===== config.mk =====
export PLATFORM = sky130hd
export DESIGN_NAME = dcfd_top
export DESIGN_NICKNAME = d
export VERILOG_FILES = /design/src/verilog/dcfd_pkg.sv /design/src/verilog/dcfd_fuse_latch.sv /design/src/verilog/dcfd_apb_regs.sv /design/src/verilog/dcfd_top.sv
export VERILOG_INCLUDE_DIRS = /design/src /design/src/verilog
export SDC_FILE = /design/constraint.sdc
export NUM_CORES = 1
export LEC_CHECK = 0
export BUFFER_PORTS_ARGS = -buffer_cell sky130_fd_sc_hd__buf_2
export CAP_MARGIN = 20
export CORE_ASPECT_RATIO = 0.75
export CORE_MARGIN = 3
export CORE_UTILIZATION = 49
export CTS_CLUSTER_DIAMETER = 200
export CTS_CLUSTER_SIZE = 25
export DETAILED_ROUTE_END_ITERATION = 10
export PLACE_DENSITY = 0.93
export RECOVER_POWER = 25
export SETUP_SLACK_MARGIN = 0.4
export SKIP_LAST_GASP = 1
export SLEW_MARGIN = 20
export SYNTH_ARGS = -nofsm -noshare
export SYNTH_HDL_FRONTEND = slang
export SYNTH_SLANG_ARGS = --single-unit

===== constraint.sdc =====
create_clock -name sys_clk -period 4.47 [get_ports sys_clk]
set_input_delay 0.894 -clock sys_clk [delete_from_list [all_inputs] [get_ports sys_clk]]
set_output_delay 0.894 -clock sys_clk [all_outputs]
set_load 0.05 [all_outputs]

===== src/verilog/dcfd_params.svh =====
`ifndef DCFD_PARAMS_SVH
`define DCFD_PARAMS_SVH
// apb register byte addresses
`define DCFD_ADDR_STATUS 12'h000
`define DCFD_ADDR_OSC 12'h004
`define DCFD_ADDR_WDT 12'h008
`define DCFD_ADDR_SOFT 12'h00c
// fuse word bit positions
`define DCFD_B_CP 0
`define DCFD_B_WP 1
`define DCFD_B_TWO_SPEED_STARTUP_EN 2
`define DCFD_B_PWML 3
`define DCFD_B_OSC_LO 4
`define DCFD_B_CKSM_LO 7
`define DCFD_B_PIN1 9
`define DCFD_B_OSC2F 10
`define DCFD_B_POSC_LO 11
`define DCFD_B_WDTF 13
`define DCFD_B_WIN 14
`define DCFD_B_DBG 15
// erased fuses read all ones
`define DCFD_FUSE_ERASED 16'hffff
// start-up ready wait after reset in cycles
`define DCFD_READY_CYC 8'h10
`endif


===== src/verilog/dcfd_pkg.sv =====
package dcfd_pkg;
   typedef enum logic [2:0] {
      DCFD_OSC_FRC = 3'h0,
      DCFD_OSC_FRCPLL = 3'h1,
      DCFD_OSC_PRI = 3'h2,
      DCFD_OSC_PRIPLL = 3'h3,
      DCFD_OSC_RSVD = 3'h4,
      DCFD_OSC_LOW_POWER_RC_OSC = 3'h5,
      DCFD_OSC_FRC16 = 3'h6,
      DCFD_OSC_FRCDIVN = 3'h7
   } dcfd_osc_e;
   typedef enum logic [1:0] {
      DCFD_POSC_EC = 2'h0,
      DCFD_POSC_XT = 2'h1,
      DCFD_POSC_HS = 2'h2,
      DCFD_POSC_OFF = 2'h3
   } dcfd_posc_e;
   typedef enum logic [2:0] {
      DCFD_ST_LOAD = 3'h1,
      DCFD_ST_START = 3'h2,
      DCFD_ST_RUN = 3'h4
   } dcfd_state_e;
   typedef struct packed {
      logic code_protect;
      logic write_protect;
      logic pwm_key_lock_en;
      logic pin_map_single_reconfig;
      logic debug_tms_pullup;
   } dcfd_prot_s;
   typedef struct packed {
      dcfd_osc_e osc_source_select;
      dcfd_posc_e primary_osc_mode;
      logic clock_switch_en;
      logic fail_safe_monitor_en;
      logic osc_pin_two_clkout;
      logic two_speed_startup_en;
   } dcfd_clk_s;
   typedef struct packed {
      logic watchdog_run;
      logic watchdog_window_mode;
      logic low_power_rc_osc_may_stop;
   } dcfd_wdt_s;
endpackage


===== src/verilog/dcfd_fuse_latch.sv =====
`timescale 1ns/1ps
`include "dcfd_params.svh"
// holds the fuse word; loads only on the load strobe after reset
module dcfd_fuse_latch #(
   parameter int WIDTH = 16
)
(
   input wire logic sys_clk,
   input wire logic rst,
   input wire logic load,
   input wire logic [WIDTH-1:0] fuse_in,
   output logic [WIDTH-1:0] fuse_q
);
   // bit positions of the decode are fixed, so only one width is served
   if (WIDTH != 16)
   begin : g_bad_width
      $error("fuse width must be 16");
   end
   always_ff @(posedge sys_clk)
   begin
      if (rst)
         fuse_q <= WIDTH'(`DCFD_FUSE_ERASED);
      else if (load)
         fuse_q <= fuse_in;
   end
endmodule


===== src/verilog/dcfd_apb_regs.sv =====
`timescale 1ns/1ps
`include "dcfd_params.svh"
// apb slave, zero wait states, pslverr on unmapped address
module dcfd_apb_regs (
   input wire logic sys_clk,
   input wire logic rst,
   input wire logic psel,
   input wire logic penable,
   input wire logic pwrite,
   input wire logic [11:0] paddr,
   input wire logic [31:0] pwdata,
   input wire logic [31:0] rd_status,
   input wire logic [31:0] rd_osc,
   input wire logic [31:0] rd_wdt,
   output logic [31:0] prdata,
   output logic pready,
   output logic pslverr,
   output logic soft_wdt_en
);
   wire logic setup = psel && !penable;
   // writes land only at the edge that completes the access phase
   wire logic access = psel && penable && pready;
   wire logic hit_st = paddr == `DCFD_ADDR_STATUS;
   wire logic hit_osc = paddr == `DCFD_ADDR_OSC;
   wire logic hit_wdt = paddr == `DCFD_ADDR_WDT;
   wire logic hit_soft = paddr == `DCFD_ADDR_SOFT;
   wire logic mapped = hit_st || hit_osc || hit_wdt || hit_soft;
   wire logic [31:0] rd_mux = hit_st ? rd_status :
                              hit_osc ? rd_osc :
                              hit_wdt ? rd_wdt :
                              hit_soft ? {31'h0, soft_wdt_en} : 32'h0;
   always_ff @(posedge sys_clk)
   begin
      if (rst)
      begin
         pready <= 1'b0;
         pslverr <= 1'b0;
         prdata <= 32'h0;
         soft_wdt_en <= 1'b0;
      end
      else
      begin
         pready <= setup;
         pslverr <= setup && !mapped;
         prdata <= (setup && !pwrite) ? rd_mux : 32'h0;
         if (access && pwrite && hit_soft)
            soft_wdt_en <= pwdata[0];
      end
   end
endmodule


===== src/verilog/dcfd_top.sv =====
`timescale 1ns/1ps
`include "dcfd_params.svh"
module dcfd_top (
   input wire logic sys_clk,
   input wire logic rst,
   input wire logic [15:0] fuse_word,
   input wire logic source_ready,
   input wire logic psel,
   input wire logic penable,
   input wire logic pwrite,
   input wire logic [11:0] paddr,
   input wire logic [31:0] pwdata,
   output logic [31:0] prdata,
   output logic pready,
   output logic pslverr,
   output dcfd_pkg::dcfd_prot_s prot,
   output dcfd_pkg::dcfd_clk_s clk_cfg,
   output dcfd_pkg::dcfd_wdt_s wdt_cfg,
   output dcfd_pkg::dcfd_osc_e active_osc,
   output logic cfg_valid
);
   ////////////////////////////////////////////////////////////////////////
   dcfd_pkg::dcfd_state_e state;
   dcfd_pkg::dcfd_state_e next_state;
   logic [15:0] fuse_q;
   logic soft_wdt_en;
   logic [7:0] wait_cnt;
   logic loaded;

   // fuse word is loaded in the one cycle after reset release only
   wire logic load_now = state == dcfd_pkg::DCFD_ST_LOAD;

   dcfd_fuse_latch #(.WIDTH(16)) u_latch (
      .sys_clk(sys_clk),
      .rst(rst),
      .load(load_now),
      .fuse_in(fuse_word),
      .fuse_q(fuse_q)
   );

   ////////////////////////////////////////////////////////////////////////
   function automatic dcfd_pkg::dcfd_osc_e osc_of(input logic [2:0] f);
      osc_of = dcfd_pkg::dcfd_osc_e'(f);
   endfunction

   function automatic logic is_crystal(input logic [1:0] p);
      is_crystal = p == dcfd_pkg::DCFD_POSC_XT ||
                   p == dcfd_pkg::DCFD_POSC_HS;
   endfunction

   wire logic [2:0] f_osc = fuse_q[`DCFD_B_OSC_LO +: 3];
   wire logic [1:0] f_cksm = fuse_q[`DCFD_B_CKSM_LO +: 2];
   wire logic [1:0] f_posc = fuse_q[`DCFD_B_POSC_LO +: 2];
   wire dcfd_pkg::dcfd_osc_e sel_osc = osc_of(f_osc);

   // 1x: both off, 01: switching only, 00: both
   wire logic sw_en = !f_cksm[1];
   wire logic fscm_en = f_cksm == 2'h0;

   dcfd_pkg::dcfd_prot_s next_prot;
   dcfd_pkg::dcfd_clk_s next_clk;
   dcfd_pkg::dcfd_wdt_s next_wdt;
   dcfd_pkg::dcfd_osc_e next_active;

   assign next_prot.code_protect = !fuse_q[`DCFD_B_CP];
   assign next_prot.write_protect = !fuse_q[`DCFD_B_WP];
   assign next_prot.pwm_key_lock_en = fuse_q[`DCFD_B_PWML];
   assign next_prot.pin_map_single_reconfig =
      fuse_q[`DCFD_B_PIN1];
   assign next_prot.debug_tms_pullup = fuse_q[`DCFD_B_DBG];

   assign next_clk.osc_source_select = sel_osc;
   assign next_clk.primary_osc_mode =
      dcfd_pkg::dcfd_posc_e'(f_posc);
   assign next_clk.clock_switch_en = sw_en;
   assign next_clk.fail_safe_monitor_en = fscm_en;
   // crystal modes own the pin, so clock out is suppressed there
   assign next_clk.osc_pin_two_clkout =
      fuse_q[`DCFD_B_OSC2F] && !is_crystal(f_posc);
   assign next_clk.two_speed_startup_en = fuse_q[`DCFD_B_TWO_SPEED_STARTUP_EN];

   // forced watchdog ignores the soft enable bit
   wire logic wdt_force = fuse_q[`DCFD_B_WDTF];
   assign next_wdt.watchdog_run = wdt_force || soft_wdt_en;
   assign next_wdt.low_power_rc_osc_may_stop = !wdt_force;
   assign next_wdt.watchdog_window_mode =
      !fuse_q[`DCFD_B_WIN];

   // two-speed: fast rc until the chosen source reports ready or the ready wait count runs out
   wire logic on_frc = fuse_q[`DCFD_B_TWO_SPEED_STARTUP_EN] &&
                       state != dcfd_pkg::DCFD_ST_RUN;
   assign next_active = on_frc ? dcfd_pkg::DCFD_OSC_FRC : sel_osc;

   ////////////////////////////////////////////////////////////////////////
   wire logic wait_done = wait_cnt == `DCFD_READY_CYC;
   wire logic go_run = source_ready || wait_done;

   always_comb
   begin
      next_state = state;
      case (state)
         dcfd_pkg::DCFD_ST_LOAD: next_state = dcfd_pkg::DCFD_ST_START;
         dcfd_pkg::DCFD_ST_START:
            if (go_run || !fuse_q[`DCFD_B_TWO_SPEED_STARTUP_EN])
               next_state = dcfd_pkg::DCFD_ST_RUN;
         dcfd_pkg::DCFD_ST_RUN: next_state = dcfd_pkg::DCFD_ST_RUN;
         default: next_state = dcfd_pkg::DCFD_ST_LOAD;
      endcase
   end

   always_ff @(posedge sys_clk)
   begin
      if (rst)
      begin
         state <= dcfd_pkg::DCFD_ST_LOAD;
         wait_cnt <= 8'h00;
         loaded <= 1'b0;
      end
      else
      begin
         state <= next_state;
         if (state == dcfd_pkg::DCFD_ST_START && !wait_done)
            wait_cnt <= wait_cnt + 8'h01;
         if (load_now)
            loaded <= 1'b1;
      end
   end

   // outputs registered; erased-state values shown during reset
   always_ff @(posedge sys_clk)
   begin
      if (rst)
      begin
         prot <= '{1'b0, 1'b0, 1'b1, 1'b1, 1'b1};
         clk_cfg <= '{dcfd_pkg::DCFD_OSC_FRCDIVN, dcfd_pkg::DCFD_POSC_OFF,
                      1'b0, 1'b0, 1'b1, 1'b1};
         wdt_cfg <= '{1'b1, 1'b0, 1'b0};
         active_osc <= dcfd_pkg::DCFD_OSC_FRC;
         cfg_valid <= 1'b0;
      end
      else
      begin
         prot <= next_prot;
         clk_cfg <= next_clk;
         wdt_cfg <= next_wdt;
         active_osc <= next_active;
         cfg_valid <= loaded;
      end
   end

   ////////////////////////////////////////////////////////////////////////
   wire logic [31:0] rd_status = {25'h0, state == dcfd_pkg::DCFD_ST_RUN,
                                  cfg_valid, prot};
   wire logic [31:0] rd_osc = {20'h0, active_osc, clk_cfg};
   wire logic [31:0] rd_wdt = {29'h0, wdt_cfg};

   dcfd_apb_regs u_regs (
      .sys_clk(sys_clk),
      .rst(rst),
      .psel(psel),
      .penable(penable),
      .pwrite(pwrite),
      .paddr(paddr),
      .pwdata(pwdata),
      .rd_status(rd_status),
      .rd_osc(rd_osc),
      .rd_wdt(rd_wdt),
      .prdata(prdata),
      .pready(pready),
      .pslverr(pslverr),
      .soft_wdt_en(soft_wdt_en)
   );

   ////////////////////////////////////////////////////////////////////////
   a_cp_decode: assert property (@(posedge sys_clk) disable iff (rst)
      cfg_valid |-> prot.code_protect == !fuse_q[`DCFD_B_CP])
      else $error("code protect mismatch");
   a_wp_decode: assert property (@(posedge sys_clk) disable iff (rst)
      cfg_valid |-> prot.write_protect == !fuse_q[`DCFD_B_WP])
      else $error("write protect mismatch");
   a_two_speed: assert property (@(posedge sys_clk) disable iff (rst)
      (cfg_valid && fuse_q[`DCFD_B_TWO_SPEED_STARTUP_EN] && state == dcfd_pkg::DCFD_ST_START)
      |=> active_osc == dcfd_pkg::DCFD_OSC_FRC)
      else $error("two-speed not on fast rc");
   a_pwm_lock: assert property (@(posedge sys_clk) disable iff (rst)
      cfg_valid |-> prot.pwm_key_lock_en == fuse_q[`DCFD_B_PWML])
      else $error("pwm lock mismatch");
   a_osc_sel: assert property (@(posedge sys_clk) disable iff (rst)
      cfg_valid |-> clk_cfg.osc_source_select == f_osc)
      else $error("osc select mismatch");
   a_fscm_mode: assert property (@(posedge sys_clk) disable iff (rst)
      clk_cfg.fail_safe_monitor_en |-> clk_cfg.clock_switch_en)
      else $error("monitor without switching");
   a_pin_map: assert property (@(posedge sys_clk) disable iff (rst)
      cfg_valid |-> prot.pin_map_single_reconfig ==
      fuse_q[`DCFD_B_PIN1])
      else $error("pin map mismatch");
   a_osc_pin_two_xtal: assert property (@(posedge sys_clk) disable iff (rst)
      (clk_cfg.primary_osc_mode == dcfd_pkg::DCFD_POSC_XT ||
       clk_cfg.primary_osc_mode == dcfd_pkg::DCFD_POSC_HS)
      |-> !clk_cfg.osc_pin_two_clkout)
      else $error("clock out in crystal mode");
   a_posc_mode: assert property (@(posedge sys_clk) disable iff (rst)
      cfg_valid |-> clk_cfg.primary_osc_mode == f_posc)
      else $error("primary mode mismatch");
   a_wdt_force: assert property (@(posedge sys_clk) disable iff (rst)
      (cfg_valid && wdt_force) |-> wdt_cfg.watchdog_run &&
      !wdt_cfg.low_power_rc_osc_may_stop)
      else $error("forced watchdog not running");
   a_wdt_window: assert property (@(posedge sys_clk) disable iff (rst)
      cfg_valid |-> wdt_cfg.watchdog_window_mode ==
      !fuse_q[`DCFD_B_WIN])
      else $error("window mode mismatch");
   a_dbg_pullup: assert property (@(posedge sys_clk) disable iff (rst)
      cfg_valid |-> prot.debug_tms_pullup == fuse_q[`DCFD_B_DBG])
      else $error("debug pull-up mismatch");
   a_cfg_stable: assert property (@(posedge sys_clk) disable iff (rst)
      cfg_valid ##1 cfg_valid |-> $stable(fuse_q))
      else $error("fuses changed after load");

   ////////////////////////////////////////////////////////////////////////
   // decode checks for the fields not covered above
   a_sw_decode: assert property (@(posedge sys_clk) disable iff (rst)
      cfg_valid |-> clk_cfg.clock_switch_en == !f_cksm[1])
      else $error("switch enable mismatch");

   a_fscm_decode: assert property (@(posedge sys_clk) disable iff (rst)
      cfg_valid |-> clk_cfg.fail_safe_monitor_en ==
      (f_cksm == 2'h0))
      else $error("monitor enable mismatch");

   a_osc_pin_two_func: assert property (@(posedge sys_clk) disable iff (rst)
      (cfg_valid && !is_crystal(f_posc)) |->
      clk_cfg.osc_pin_two_clkout == fuse_q[`DCFD_B_OSC2F])
      else $error("pin two function mismatch");

   a_two_speed_startup_en_flag: assert property (@(posedge sys_clk) disable iff (rst)
      cfg_valid |-> clk_cfg.two_speed_startup_en ==
      fuse_q[`DCFD_B_TWO_SPEED_STARTUP_EN])
      else $error("two-speed flag mismatch");

   ////////////////////////////////////////////////////////////////////////
   // start-up sequencing
   a_direct_start: assert property (@(posedge sys_clk) disable iff (rst)
      (cfg_valid && !fuse_q[`DCFD_B_TWO_SPEED_STARTUP_EN]) |->
      active_osc == sel_osc)
      else $error("direct start not on selected source");

   a_run_switch: assert property (@(posedge sys_clk) disable iff (rst)
      state == dcfd_pkg::DCFD_ST_RUN |=> active_osc == sel_osc)
      else $error("running but not on selected source");

   a_start_leave: assert property (@(posedge sys_clk) disable iff (rst)
      (state == dcfd_pkg::DCFD_ST_START &&
       (source_ready || !fuse_q[`DCFD_B_TWO_SPEED_STARTUP_EN]))
      |=> state == dcfd_pkg::DCFD_ST_RUN)
      else $error("ready source not taken");

   // the counter must never run past its limit, or start could hang
   a_wait_bound: assert property (@(posedge sys_clk) disable iff (rst)
      wait_cnt <= `DCFD_READY_CYC)
      else $error("ready wait overrun");

   ////////////////////////////////////////////////////////////////////////
   // watchdog under software control when not forced
   a_wdt_soft: assert property (@(posedge sys_clk) disable iff (rst)
      (cfg_valid && !wdt_force) |->
      wdt_cfg.watchdog_run == $past(soft_wdt_en))
      else $error("soft watchdog enable ignored");

   a_low_power_rc_osc_free: assert property (@(posedge sys_clk) disable iff (rst)
      (cfg_valid && !wdt_force) |-> wdt_cfg.low_power_rc_osc_may_stop)
      else $error("low-power rc held without force");

   ////////////////////////////////////////////////////////////////////////
   // once valid, the protection and clock decode holds until the next reset
   a_state_onehot: assert property (@(posedge sys_clk) disable iff (rst)
      $onehot(state))
      else $error("state not one-hot");

   a_valid_hold: assert property (@(posedge sys_clk) disable iff (rst)
      cfg_valid |=> cfg_valid)
      else $error("valid dropped");

   a_prot_hold: assert property (@(posedge sys_clk) disable iff (rst)
      cfg_valid ##1 cfg_valid |-> $stable(prot))
      else $error("protection outputs changed");

   a_clk_hold: assert property (@(posedge sys_clk) disable iff (rst)
      cfg_valid ##1 cfg_valid |-> $stable(clk_cfg))
      else $error("clock outputs changed");
endmodule


Word-level counts from Yosys, hierarchy flattened --
Index checks and enable logic that the tools add are counted.
Operators by class: add/sub/neg operators 1, eq/ne operators 11, mux-type cells 6, bitwise gates (word level) 1, reduce and logical (&&, ||, !) cells 34
Operators by type and width (count):
- 12-bit by 4-bit equality test with 1-bit output, second input constant | 2
- 12-bit 2-to-1 mux | 2
- 12-bit by 3-bit equality test with 1-bit output, second input constant | 1
- 12-bit zero test | 1
- 1-bit zero test | 11
- 1-bit logical AND | 10
- 3-bit one-hot mux with 3 select lines | 1
- 8-bit by 1-bit adder with 8-bit output, second input constant | 1
- 8-bit by 5-bit equality test with 1-bit output, second input constant | 1
- 1-bit logical OR | 7
- 7-bit 2-to-1 mux | 1
- 5-bit OR reduction | 1
- 2-bit OR reduction | 2
- 3-bit by 1-bit equality test with 1-bit output, second input constant | 1
- 3-bit by 2-bit equality test with 1-bit output, second input constant | 1
- 3-bit equality test, second input constant | 1
- 3-bit 2-to-1 mux | 1
- 3-bit inequality test, second input constant | 1
- 3-bit OR reduction | 1
- 2-bit by 1-bit equality test with 1-bit output, second input constant | 1
- 2-bit equality test, second input constant | 1
- 2-bit zero test | 1
- 2-bit inequality test, second input constant | 1
- 1-bit 2-to-1 mux | 1
- 1-bit inverter | 1
Word-level totals: register bits 84, input port bits 66, output and inout bits 55, logic and storage cells 79

Longest topological paths before layout --
depth in word-level cells 6, gate-level depth with buffers 5, mapped depth without buffers 5

Cells and area by module --
Synthesis repeated with hierarchy kept, for this count alone.
Second synthesis, totals: cells, all modules 358, area total of the unflattened synthesis 3609.7 um^2
Modules (own cells, without submodules):
- dcfd_apb_regs | times used 1, cells an instance 188, area each 1840.5 um^2, sequential area each 700.7 um^2
- dcfd_top | times used 1, cells an instance 117, area each 1169.9 um^2, sequential area each 660.6 um^2
- dcfd_fuse_latch | times used 1, cells an instance 53, area each 599.3 um^2, sequential area each 320.3 um^2

Worst setup path after synthesis --
Ideal clock, no wire load.
path type in2reg, start point input port paddr[9], end point register u_regs.soft_wdt_en, library setup time 0.072 ns, arrival time 1.917 ns, data required time 4.398 ns, slack 2.481 ns, stages on the path 3, path buffers 0, path through or4_4 > nor4_2 > mux2i_1
Between the ends: longest elaborated chain between the ends 2
RTL lines:
- start: declaration | line dcfd_top.sv:11 | input wire logic [11:0] paddr,
- 12-bit by 4-bit equality test with 1-bit output (no line)
- 1-bit logical AND | line dcfd_apb_regs.sv:46 | if (access && pwrite && hit_soft)
- end signal: assignment | line dcfd_apb_regs.sv:47 | soft_wdt_en <= pwdata[0];
- end: declaration | line dcfd_apb_regs.sv:18 | output logic soft_wdt_en
No other way between the ends. A chain may end at the register's enable or synchronous reset.

==> results.toml <==
[worst_setup_path]
critPathArrivalTime_ns = 3.07
timing.critical_path.buf_inv = 2
critPathCaptureType = "flop"
worst-path-max-fanout = 30
cp_slowest_cell = "clkbuf_1"
crit_chain = "clkbuf_1 > inv_1 > and2_1 > or2_2"
crit_family = "buffers and inverters"
max_stage_delay_ns = 0.89
crit_type = "in2reg"
crit_required_ns = 4.69
cp-start-kind = "primary input"

[final_layout]
area_growth_pct = 21.5
diodes = 0
fin_nets = 392
nFillCells = 380
final_area_um2 = 2960
drive_gt1_frac = 0.277

[synth]
synth.most_common_cell = "dfxtp_1"
synth_area_leaders = "dfxtp_1 53%, buf_4 6.2%, nand2_1 4.2%"
ys_types = 44
synth_top_family_by_area = "simple AND/OR/NAND/NOR gates"
synth-compound-area-share = 0.0864
yosys.area_share.simple = 0.215
ys_ff_latch = 64
synth.area.mux_share = 0.0509
async_reset_ff_frac = 0
synth_adder_area_share = 0.0103
syn_area_um2 = 2430
yosys-top-cells-count = "64 x dfxtp_1, 27 x nand2_1, 20 x buf_4, 20 x nor2_1, 17 x inv_1"
synth.avg_cell_area_um2 = 9.62
ys.flop_type = "dfxtp_1"
yosys.area.top_type = "dfxtp_1"
synth_warnings = 0
synth_edf_count = 0
synthXorXnorAreaFrac = 0.00720
yosysSeqAreaShare = 0.526
synth.top_cell.area_share = 0.526
netlist_instances = 253

[placement]
gp_congestion = 0.751
dp_hpwl_mm = 3.90
portBuffers = 69
placed_area_um2 = 2740

[floorplan]
fp.coreArea_um2 = 4620
die_w_um = 87.4
dieArea_um2 = 5860
initial_utilization = 0.526
row_count = 21
die_y_um = 67.0
ios = 121

[timing]
setup_violations = 0
fin_setup_tns_ns = 0
post-route-period-util = 0.638
rsz0062_at_grt = "false"
slew-limit-headroom = 0.174
timing.final.hold_violations = 0
skew_ns = 0.00736
tightest_slew_ns = 1.24
fmax_mhz = 351
layout_min_cycle_time_ns = 2.85
slew_violations = 0

[route]
wl_met2_mm = 2.65
ant_nets = 0
wire_per_inst_um = 13.6
wirelength_mm = 5.26
drc = 0
top_layer = "met4"
dr.pass1.iters = 4
met1_length_mm = 2.15
wl_met3_um = 421
vias_per_cell = 5.02
vias = 1938
drt_iter0_markers = 148

[grt]
grt_pass1_wl_mm = 8.05
overflow = 0
grt_pass1_vias = 1772
track_usage = 0.187
grt_max_degree = 31
antenna_found_initial = 0

[cts]
postCtsSetupRepairBufs = 0
cts_root_buf = "clkbuf_8"
htreeDepth = 3
clk_pin_slew_ns = 0.07
cts_resized = 0
cts.sinks = 64
cts_hold_buf = 0
insertion_delay_ns = 0.33
cts_buffer_depth = 2
cts_tree = "built"
numCtsBuffers = 9

[power]
clkPwrFrac = 0.338
p_seq_frac = 0.440
leakage_nw = 1.32
swShare = 0.320
vdd_ir_drop_max_mv = 0.397
combPwrFrac = 0.222
p_int_mw = 1.08
power.density_nw_per_um2 = 536
power_switching_mw = 0.508

[flow_run]
maxCapViolCount = 0

[outcome]
status = "completed"

[min_path]
hold_class = "reg2reg"
==> per-stage QoR <==
stage                     utilization  std cells  power (mW)  setup slack [ns]  hold slack [ns]
after floorplan                     -        272       0.987              2.48            0.377
final                           0.640        386        1.59              1.62            0.400
after global routing            0.640        386        1.65              1.39            0.421
after detailed placement        0.592        370        1.06              1.95            0.388
after CTS                       0.640        386        1.60              2.31            0.404
after global placement          0.592        370        1.05              1.97            0.382
==> state kept, by name, summed over array words and instances (netlist names) <==
signal and count:
u_latch.fuse_q 16, u_regs.prdata 12, clk_cfg 9, wait_cnt 8, prot 5, active_osc 3, state 3, wdt_cfg 3
cfg_valid 1, loaded 1, u_regs.pready 1, u_regs.pslverr 1, u_regs.soft_wdt_en 1
==> power by group through the flow <==
stage	Clock [mW]	Sequential, mW	Combinational (mW)
global placement	0	0.706	0.342
finish	0.537	0.697	0.353
detailed placement	0	0.709	0.350
floorplan	0	0.810	0.177
global route	0.568	0.706	0.380
CTS	0.547	0.697	0.354
==> layout by cell type, fill, tap and decap left out, types with 2 or more instances in the layout <==
cell,count
or4_1,3
ha_1,2
o31ai_1,2
conb_1,20
clkbuf_8,10
xnor2_1,2
a2bb2oi_1,2
nor4b_1,2
nand4_1,3
nor2b_1,4
buf_2,68
o21ai_0,15
dfxtp_1,64
a21oi_1,6
clkinvlp_4,2
or3_1,5
and2_0,3
bufinv_16,2
nand2_1,27
nor3b_1,4
clkbuf_1,2
nor3_1,10
mux2i_1,9
inv_1,17
o21ai_1,3
nor2_1,20
==> cells by family (layout without fill, tap and decap cells) <==
| kind of cell | count (synthesis) | count (layout) |
|---|---|---|
| DFF | 64 | 64 |
| adders and majority gates | 2 | 2 |
| AOI/OAI and AO/OA | 34 | 34 |
| other | 1 | 20 |
| muxes | 11 | 11 |
| xor gates and xnor gates | 2 | 2 |
| buffers and inverters | 45 | 102 |
| and+or+nand+nor | 94 | 94 |
==> metal layers <==
metal	vias up	track usage
met5	-	0
li1	959	-
met4	0	0.0556
met3	5	0.0853
met2	73	0.305
met1	901	0.219
==> area by class of cell <==
cell class              count  area, um2  share of cell area
clock buffers              11        141              0.0478
clock inverters             5       80.1              0.0271
inverters                  17       63.8              0.0216
multi-input cells         163        976               0.330
flip-flops and latches     64       1280               0.433
well taps                  57       71.3              0.0241
repair buffers             69        344               0.116
==> worst paths after layout <==
| check | end | cells after the start | startpoint | slack [ns] |
|---|---|---|---|---|
| worst max register to register | u_latch.fuse_q[1] | 3 | state[0] | 2.53 |
| worst min-delay path | prot[4] | 1 | u_latch.fuse_q[0] | 0.40 |
| worst min register to register | prot[4] | 1 | u_latch.fuse_q[0] | 0.40 |
| worst max-delay path | loaded | 4 | rst | 1.62 |
Note: power is estimated with default switching activity, not from simulation.
